## src/hdl/cies_params.svh

```systemverilog
// Constants of the interrupt entry sequencer
`ifndef CIES_PARAMS_SVH
`define CIES_PARAMS_SVH
`define CIES_NUM_SRC 8
`define CIES_SRC_W 3
`define CIES_STACK_BYTES 5
`define CIES_QUEUE_BYTES 3
`define CIES_VEC_BYTES 2
`define CIES_VEC_BASE 16'hffe0
`define CIES_SWI_VEC 16'hfffc
`define CIES_CCR_I_BIT 3
`define CIES_CCR_RESET 8'h08
`define CIES_SP_RESET 16'h00ff
`endif

```

## src/hdl/cies_pkg.sv

```systemverilog
// Types of the interrupt entry sequencer
package cies_pkg;
  typedef enum {
    CIES_RUN,
    CIES_STACK,
    CIES_MASK,
    CIES_VECTOR,
    CIES_FILL
  } cies_state_t;

  typedef struct packed {
    logic [15:0] addr;
    logic [7:0] wdata;
    logic write;
    logic valid;
  } cies_bus_t;
endpackage

```

## src/hdl/cies_sequencer.sv

```systemverilog
// Interrupt acceptance and entry sequencer of an 8-bit core
`timescale 1ns/10ps
`include "cies_params.svh"
// Operation
// - Hardware event sets source status flag
// - Take hardware interrupt only if enabled and unmasked; software interrupts bypass both
// - Reset leaves global mask set
// - Finish current instruction before entry
// - Hardware entry matches software interrupt sequence
// - Stack, mask, vector, then three-byte fill
// - Vector of highest-priority pending source
// - Return restores mask from stacked register
// - Debug module can trigger software interrupt
module cies_sequencer
(
  input wire logic CLK,
  input wire logic RESET,
  input wire logic [`CIES_NUM_SRC-1:0] EVENT,
  input wire logic [`CIES_NUM_SRC-1:0] ENABLE,
  input wire logic [`CIES_NUM_SRC-1:0] FLAG_CLEAR,
  input wire logic INSTR_DONE,
  input wire logic SWI_EXEC,
  input wire logic DEBUG_SWI,
  input wire logic RETURN_EXEC,
  input wire logic [7:0] STACKED_CCR,
  input wire logic MASK_WRITE,
  input wire logic MASK_VALUE,
  input wire logic [7:0] CORE_REG_BYTE,
  input wire logic BUS_ACK,
  output logic [`CIES_NUM_SRC-1:0] FLAG,
  output logic [7:0] CONDITION_CODE_REGISTER,
  output cies_pkg::cies_bus_t BUS,
  output logic [2:0] STACK_INDEX,
  output logic ENTRY_BUSY,
  output logic QUEUE_LOAD,
  output logic [15:0] VECTOR_TARGET
);
  logic any_request;
  logic [`CIES_SRC_W-1:0] winner;
  logic [`CIES_NUM_SRC-1:0] flag_w;

  cies_source_bank u_bank
  (
    .clk(CLK),
    .reset(RESET),
    .event_in(EVENT),
    .enable_in(ENABLE),
    .clear_in(FLAG_CLEAR),
    .flag(flag_w),
    .any_request(any_request),
    .winner(winner)
  );

  cies_pkg::cies_state_t state;
  cies_pkg::cies_state_t next_state;
  logic [7:0] condition_code_register;
  logic [7:0] next_ccr;
  logic [2:0] count;
  logic [2:0] next_count;
  logic [15:0] sp;
  logic [15:0] next_sp;
  logic [15:0] target;
  logic [15:0] next_target;
  logic [15:0] vec_addr;
  logic [15:0] next_vec_addr;
  logic is_swi;
  logic next_is_swi;
  logic swi_pend;
  logic next_swi_pend;
  cies_pkg::cies_bus_t next_bus;
  logic next_load;
  logic hw_take;

  // Qualified only with local enable and clear global mask
  assign hw_take = any_request & ~condition_code_register[`CIES_CCR_I_BIT];

  always_comb
  begin
    next_state = state;
    next_ccr = condition_code_register;
    next_count = count;
    next_sp = sp;
    next_target = target;
    next_vec_addr = vec_addr;
    next_is_swi = is_swi;
    next_swi_pend = swi_pend | DEBUG_SWI | SWI_EXEC;
    next_bus = '0;
    next_load = 1'b0;
    case (state)
      cies_pkg::CIES_RUN:
      begin
        if (MASK_WRITE)
          next_ccr[`CIES_CCR_I_BIT] = MASK_VALUE;
        if (RETURN_EXEC)
          next_ccr = STACKED_CCR;
        // Entry only at an instruction boundary
        if (INSTR_DONE && (next_swi_pend || hw_take))
        begin
          next_state = cies_pkg::CIES_STACK;
          next_is_swi = next_swi_pend;
          next_swi_pend = 1'b0;
          next_count = 3'd0;
        end
      end
      cies_pkg::CIES_STACK:
      begin
        if (BUS_ACK)
        begin
          next_sp = sp - 16'h0001;
          next_count = count + 3'd1;
          if (count == 3'(`CIES_STACK_BYTES - 1))
            next_state = cies_pkg::CIES_MASK;
        end
      end
      cies_pkg::CIES_MASK:
      begin
        next_ccr[`CIES_CCR_I_BIT] = 1'b1;
        next_count = 3'd0;
        // Priority is sampled at vector time, not at acceptance
        next_vec_addr = is_swi ? `CIES_SWI_VEC : (`CIES_VEC_BASE + {12'h000, winner, 1'b0});
        next_state = cies_pkg::CIES_VECTOR;
      end
      cies_pkg::CIES_VECTOR:
      begin
        if (BUS_ACK)
        begin
          next_target = {target[7:0], CORE_REG_BYTE};
          next_count = count + 3'd1;
          if (count == 3'(`CIES_VEC_BYTES - 1))
          begin
            next_count = 3'd0;
            next_state = cies_pkg::CIES_FILL;
          end
        end
      end
      cies_pkg::CIES_FILL:
      begin
        if (BUS_ACK)
        begin
          next_load = 1'b1;
          next_count = count + 3'd1;
          if (count == 3'(`CIES_QUEUE_BYTES - 1))
            next_state = cies_pkg::CIES_RUN;
        end
      end
      default:
        next_state = cies_pkg::CIES_RUN;
    endcase
    // The bus word is launched for the state being entered, so it rises with
    // ENTRY_BUSY and an ack always retires the word that is on show
    if (BUS.valid && !BUS_ACK)
      next_bus = BUS;
    else
    begin
      case (next_state)
        cies_pkg::CIES_STACK:
        begin
          next_bus.valid = 1'b1;
          next_bus.write = 1'b1;
          next_bus.addr = next_sp;
          // Stack data is captured once, then held until the ack
          next_bus.wdata = (next_count == 3'(`CIES_STACK_BYTES - 1)) ? next_ccr : CORE_REG_BYTE;
        end
        cies_pkg::CIES_VECTOR:
        begin
          next_bus.valid = 1'b1;
          next_bus.addr = next_vec_addr + {13'h0000, next_count};
        end
        cies_pkg::CIES_FILL:
        begin
          next_bus.valid = 1'b1;
          next_bus.addr = next_target + {13'h0000, next_count};
        end
        default:
          next_bus = '0;
      endcase
    end
  end

  always_ff @(posedge CLK)
  begin
    if (RESET)
    begin
      state <= cies_pkg::CIES_RUN;
      condition_code_register <= `CIES_CCR_RESET;
      count <= 3'd0;
      sp <= `CIES_SP_RESET;
      target <= 16'h0000;
      vec_addr <= 16'h0000;
      is_swi <= 1'b0;
      swi_pend <= 1'b0;
      BUS <= '0;
      QUEUE_LOAD <= 1'b0;
    end
    else
    begin
      state <= next_state;
      condition_code_register <= next_ccr;
      count <= next_count;
      sp <= next_sp;
      target <= next_target;
      vec_addr <= next_vec_addr;
      is_swi <= next_is_swi;
      swi_pend <= next_swi_pend;
      BUS <= next_bus;
      QUEUE_LOAD <= next_load;
    end
  end

  always_ff @(posedge CLK)
  begin
    if (RESET)
    begin
      FLAG <= '0;
      CONDITION_CODE_REGISTER <= `CIES_CCR_RESET;
      STACK_INDEX <= 3'd0;
      ENTRY_BUSY <= 1'b0;
      VECTOR_TARGET <= 16'h0000;
    end
    else
    begin
      FLAG <= flag_w;
      CONDITION_CODE_REGISTER <= next_ccr;
      STACK_INDEX <= next_count;
      ENTRY_BUSY <= (next_state != cies_pkg::CIES_RUN);
      VECTOR_TARGET <= next_target;
    end
  end
endmodule

```

## src/hdl/cies_source_bank.sv

```systemverilog
// Interrupt source flags, enables and priority pick
`timescale 1ns/10ps
`include "cies_params.svh"
module cies_source_bank
(
  input wire logic clk,
  input wire logic reset,
  input wire logic [`CIES_NUM_SRC-1:0] event_in,
  input wire logic [`CIES_NUM_SRC-1:0] enable_in,
  input wire logic [`CIES_NUM_SRC-1:0] clear_in,
  output logic [`CIES_NUM_SRC-1:0] flag,
  output logic any_request,
  output logic [`CIES_SRC_W-1:0] winner
);
  logic [`CIES_NUM_SRC-1:0] next_flag;
  logic [`CIES_NUM_SRC-1:0] request;

  // Lowest index is highest priority
  function automatic logic [`CIES_SRC_W-1:0] pick(input logic [`CIES_NUM_SRC-1:0] req);
    logic [`CIES_SRC_W-1:0] idx;
    idx = '0;
    for (int i = `CIES_NUM_SRC - 1; i >= 0; i--)
    begin
      if (req[i])
        idx = i[`CIES_SRC_W-1:0];
    end
    return idx;
  endfunction

  genvar g;
  generate
    for (g = 0; g < `CIES_NUM_SRC; g++)
    begin : gen_src
      // Set wins over clear so an event is never lost
      always_comb
      begin
        next_flag[g] = flag[g];
        if (clear_in[g])
          next_flag[g] = 1'b0;
        if (event_in[g])
          next_flag[g] = 1'b1;
      end
      assign request[g] = flag[g] & enable_in[g];
    end
  endgenerate

  always_ff @(posedge clk)
  begin
    if (reset)
      flag <= '0;
    else
      flag <= next_flag;
  end

  assign any_request = |request;
  assign winner = pick(request);
endmodule

```

## config.mk

```make
export PLATFORM = sky130hd
export DESIGN_NAME = cies_sequencer
export DESIGN_NICKNAME = d
export VERILOG_FILES = /design/src/hdl/cies_pkg.sv /design/src/hdl/cies_sequencer.sv /design/src/hdl/cies_source_bank.sv
export VERILOG_INCLUDE_DIRS = /design/src /design/src/hdl
export SDC_FILE = /design/constraint.sdc
export NUM_CORES = 1
export LEC_CHECK = 0
export BUFFER_PORTS_ARGS = -buffer_cell sky130_fd_sc_hd__buf_2
export CORE_MARGIN = 5
export CORE_UTILIZATION = 41
export DETAILED_ROUTE_END_ITERATION = 16
export SYNTH_ARGS = -nofsm -noshare
export SYNTH_HDL_FRONTEND = slang
export SYNTH_SLANG_ARGS = --single-unit
```

## constraint.sdc

```tcl
create_clock -name CLK -period 7.9 [get_ports CLK]
set_clock_uncertainty 0.1 [all_clocks]
set_input_delay 1.185 -clock CLK [delete_from_list [all_inputs] [get_ports CLK]]
set_output_delay 1.185 -clock CLK [all_outputs]
set_load 0.05 [all_outputs]
```

After elaboration in Yosys (flattened, before gate mapping)
Cells that the tools add are included.

word-level totals
  flip-flop bits (word level) = 137
  bits in latches = 0
  RAM bits = 0
  bits in read-only memories = 0
  output and inout bits = 63
  logic and storage cells = 126
  memories kept = 0

cells by class
  add/subtract/negate cells = 5
  multiply operators = 0
  div/mod/pow operators = 0
  order comparisons = 0
  eq/ne operators = 11
  shift-type cells = 0
  mux-type cells = 55
  bitwise gates (word level) = 13
  reduce and logical (&&, ||, !) cells = 19

operator list
  cell                     number
  $mux W32                 7
  $pmux W32 S5             1
  $eq A32 B2 Y1 const B    3
  $mux W16                 6
  $eq A32 B1 Y1 const B    2
  $eq A32 B3 Y1 const B    2
  $pmux W16 S3             1
  $mux W3                  13
  $add A16 B3 Y16          2
  $logic_not A32 Y1        1
  $reduce_bool A32 Y1      1
  $mux W1                  21
  $mux W8                  2
  $reduce_bool A2 Y1       8
  $sub A16 B1 Y16 const B  1
  $pmux W3 S4              1
  $and A1 B1 Y1            9
  $mux W9                  1
  $reduce_or A8 Y1         1
  $add A6 B5 Y7 const A    1
  $eq A3 B3 Y1 const B     2
  $mux W4                  1
  $reduce_or A2 Y1         2
  $add A3 B1 Y3 const B    1
  10 further kinds         13

Logic depth before layout (Yosys ltp)
  depth after elaboration = 14
  mapped depth = 15
  depth with buffers taken out = 14

Modules after synthesis
Synthesis repeated with hierarchy kept, for this count alone.

second synthesis, totals
  cell total of the unflattened synthesis = 693
  area, all modules = 6178.4 µm²

modules (own cells, without submodules)
  module            instances  cells each  area an instance (µm²)  sequential area each (µm²)
  cies_sequencer    1          641         5778.0                  2582.5
  cies_source_bank  1          52          400.4                   160.2

Worst setup path before layout
Ideal clock, no wire load.

  kind = flip-flop to flip-flop
  from = register state[6]
  to = register BUS[16] (netlist bit)
  arrival time = 3714 ps
  data required time = 7666 ps
  path slack = 3952 ps
  stages on the path, launching flop included = 15
  path buffers = 2
  clock period less this slack = 3948 ps
  cells stage by stage = dfxtp_1 -> nor4_1 -> nand3_1 -> nor4_4 -> clkbuf_1 -> clkbuf_1 -> nand2b_1 -> mux2i_1 -> ha_1 -> fa_1 -> a21o_1 -> o211a_1 -> xor2_1 -> a221oi_1 -> nor3_1

on the way
  word-level cells in the longest chain between the ends = 5
  elaborated cells between the ends (all ways) = 24
  classes of those cells = add/sub: 2; eq/ne: 7; mux: 13; reduce/logical: 2

RTL lines
  item                                                       line                   source
  start: declaration                                         cies_sequencer.sv:54   cies_pkg::cies_state_t state;
  start signal: assignment                                   cies_sequencer.sv:184  state <= cies_pkg::CIES_RUN;
  start signal: assignment                                   cies_sequencer.sv:197  state <= next_state;
  $eq A32 B3 Y1 (tied with other cells)                      cies_sequencer.sv:89   case (state)
  $reduce_or A2 Y1 (no source line) (tied with other cells)  n/a
  $pmux W3 S4 or $pmux W32 S5 (tied branches)                cies_sequencer.sv:89
  $add A16 B3 Y16 (tied with other cells)                    cies_sequencer.sv:172  next_bus.addr = next_target + {13'h0000, next_count};
  $pmux W16 S3 (*)                                           cies_sequencer.sv:155  case (next_state)
  end signal: assignment                                     cies_sequencer.sv:205  BUS <= next_bus;
  end: declaration                                           cies_sequencer.sv:32   output cies_pkg::cies_bus_t BUS,

Every way passes the cells marked *; elsewhere a longest branch is shown, timed or not.
A chain may end at the register's enable or synchronous reset.

Worst setup path after layout
  from = register state[26]
  to = register BUS[16] (netlist bit)

Same word-level chain as after synthesis.

==> impl_metrics.py <==
metrics = {
    "outcome": {
        "status": "finished, final reports clean",
    },
    "global_route": {
        "grt_max_degree": 88,
        "grt_pass1_vias": 5290,
        "grt.total_usage_pct": 19.2,
        "antenna_found_initial": 0,
        "overflow": 0,
        "grt_pass1_wl_mm": 27.0,
    },
    "yosys": {
        "ys_ff_latch": 137,
        "synth_edf_count": 0,
        "synth_seq_area_share_pct": 44.0,
        "synthAdderAreaFrac_pct": 1.93,
        "synth.area.mux_share_pct": 9.52,
        "synth-main-ff-cell": "dfxtp_1",
        "avgSynthCellArea_um2": 9.17,
        "synth_xor_area_share_pct": 2.95,
        "async_flop_share_pct": 0,
        "synth_area_um2": 6230,
        "yosys_warnings": 0,
        "yosys.area_share.simple_pct": 24.6,
        "synth_top_family_by_area": "simple AND/OR/NAND/NOR gates",
        "yosysUniqueCellTypes": 72,
        "synth_compound_area_share_pct": 13.3,
        "synth_cells": 679,
    },
    "die": {
        "die-area_um2": 17800,
        "core_area_um2": 15000,
        "initial_core_util_pct": 41.4,
        "rows": 45,
        "ios": 112,
        "die_x_um": 133,
        "dieHeight_um": 133,
    },
    "layout": {
        "num_antenna_cells": 0,
        "regArea_um2": 2740,
        "final_nets": 868,
        "final_area_um2": 7560,
        "syn2layout_area_growth_pct": 21.4,
        "multi_input_area_um2": 3370,
        "final_common_cell": "dfxtp_1",
        "drive_gt1_share_pct": 23.1,
        "final_cell_mix": "137 x dfxtp_1, 110 x buf_2, 84 x nor2_1, 41 x mux2i_1, 38 x nand2_1",
        "nFillCells": 1482,
    },
    "setup_path": {
        "cp_top_family": "simple AND/OR/NAND/NOR gates",
        "crit_top_cell": "mux2i_1",
        "cp-end-kind": "register",
        "critical_path_arrival_ns": 4.99,
        "crit_type": "register to register",
        "cp-start-kind": "register",
        "crit_chain": "nor4_1 > nand4_2 > nor3_2 > mux2i_1 > mux2i_1 > ha_1 > fa_1 > a21o_1 > o211a_1 > xor2_1 > a221oi_1 > nor3_1",
        "ff2ff_setup_slack_ns": 3.08,
        "cpMaxStageDelayCell": "nor3_2",
        "required_ns": 8.07,
        "crit_path_max_incr_delay_ns": 1.12,
        "path_buf_inv": 0,
        "path_max_fanout": 18,
    },
    "timing": {
        "fmax_mhz": 208,
        "tightest_slew_ns": 1.15,
        "rsz0062_at_grt": "no",
        "final-setup-viol-count": 0,
        "worst_slack_ns": 3.08,
        "post-route-min-period_ns": 4.82,
        "holdWs_ns": 0.343,
        "final_max_slew_viol_count": 0,
        "slew_headroom_pct": 22.8,
        "hold_viol_final": 0,
        "tns_ns": 0,
        "period_share_pct": 61.0,
    },
    "drt": {
        "drc": 0,
        "wl_per_cell_um": 16.8,
        "dr.pass1.iters": 5,
        "vias_per_cell": 5.37,
        "num_vias": 5426,
        "dr.first_iter.drc_count": 368,
        "wl_mm": 17.0,
        "ant_nets": 0,
    },
    "clocking": {
        "root_buffer": "clkbuf_16",
        "cts_tree": "yes",
        "h-tree-depth": 4,
        "cts_buffer_depth": 2,
        "cts_hold_buf": 0,
        "numCtsBuffers": 17,
        "worstSkewPairLatency_ns": 0.42,
        "path_clk_slew_ns": 0.06,
        "post-cts-setup-buffer-count": 0,
        "cts_resized": 0,
        "cts_sinks": 137,
    },
    "placed_design": {
        "place_ws_ns": 2.98,
        "dpl_cell_area_um2": 7010,
        "hpwl_mm": 12.8,
        "io_buffer_count": 111,
        "gp_congestion": 0.914,
    },
    "power": {
        "totalPowerFinal_mw": 1.50,
        "ir_drop_mv": 0.144,
        "power.density_nw_per_um2": 199,
        "p_leak_nw": 3.28,
    },
    "flow_run": {
        "maxCapViolations": 0,
    },
    "min_path": {
        "hp-class": "register to register",
    },
}
logic make-up (layout without fill, tap and decap cells):
logic type	count (synthesis)	in the layout
AND/OR/NAND/NOR	278	278
flip-flops	137	137
AO/OA/AOI/OAI	127	127
multiplexers	57	57
buffers and inverters	49	165
XOR/XNOR	21	21
adder cells (fa/ha/maj)	9	9
other	1	29
layer usage:
layer,vias to the layer above,part of all wire [%],track usage (%)
met1,2603,43,22.9
met5,-,0,0
met3,31,4.6,4.61
met4,0,2.2,7.43
met2,135,50,33.6
li1,2657,-,-
layout make-up:
type                            instances  area share [%]
Multi-Input combinational cell        521            44.6
Clock inverter                         15            1.70
Timing Repair Buffer                  116            7.88
Clock buffer                           17            5.63
Inverter                               17           0.844
Sequential cell                       137            36.3
Tap cell                              188            3.11
flip-flops by register name, indices dropped and copies added, names as in the netlist:
signal,cells
vec_addr,16
QUEUE_LOAD,1
u_bank.flag,8
ENTRY_BUSY,1
is_swi,1
VECTOR_TARGET,16
CONDITION_CODE_REGISTER,8
state,32
STACK_INDEX,3
FLAG,8
swi_pend,1
BUS,26
sp,16
worst min-delay path, cell delays in order (launching register included):
cell     delay [ns]
dfxtp_1        0.31
nand2_1        0.05
o21ai_1        0.05
cells in the mapped netlist, types with 4 or more instances:
cell type,number,area [um^2]
a2bb2oi_1,8,70.1
nor4_1,17,106
nand2b_1,9,56.3
mux2_2,14,158
dfxtp_1,137,2740
o211a_1,4,40.0
a31oi_1,8,50.1
nor3_1,15,75.1
nand4b_1,6,52.6
a211oi_1,6,45.0
and2_1,4,25.0
nand2_1,38,143
a22oi_1,5,37.5
o211ai_1,6,45.0
xor2_1,13,114
o21ai_0,13,65.1
clkbuf_1,24,90.1
a221oi_1,4,35.0
xnor2_1,8,70.1
a21oi_1,37,185
a21o_1,5,37.5
or3_1,4,25.0
o21ai_1,12,60.1
inv_1,17,63.8
mux2i_1,41,410
nor2_1,84,315
o22ai_1,4,25.0
nor2b_1,22,138
ha_1,8,100
nand3_1,27,135
or2_2,9,56.3
and3_1,12,75.1
or4_4,4,45.0
power by group:
group	leakage (nW)	internal [mW]	switching (mW)
logic	1.89	0.0198	0.0336
clock network	0.265	0.431	0.308
registers	1.12	0.704	0.00635
total	3.28	1.16	0.348
final timing paths:
path,from,endpoint,cells after the start
worst max register to register,state[26],BUS[16],12
worst min register to register,BUS[9],BUS[9],2
worst max-delay path,state[26],BUS[16],12
worst min-delay path,BUS[9],BUS[9],2
stage by stage:
step	cells	utilization, %
after global routing	1011	50.3
after floorplan	707	-
after detailed placement	979	46.6
after CTS	1011	50.3
final	1011	50.3
after global placement	979	46.6
Power figures use the tool's default switching activity.
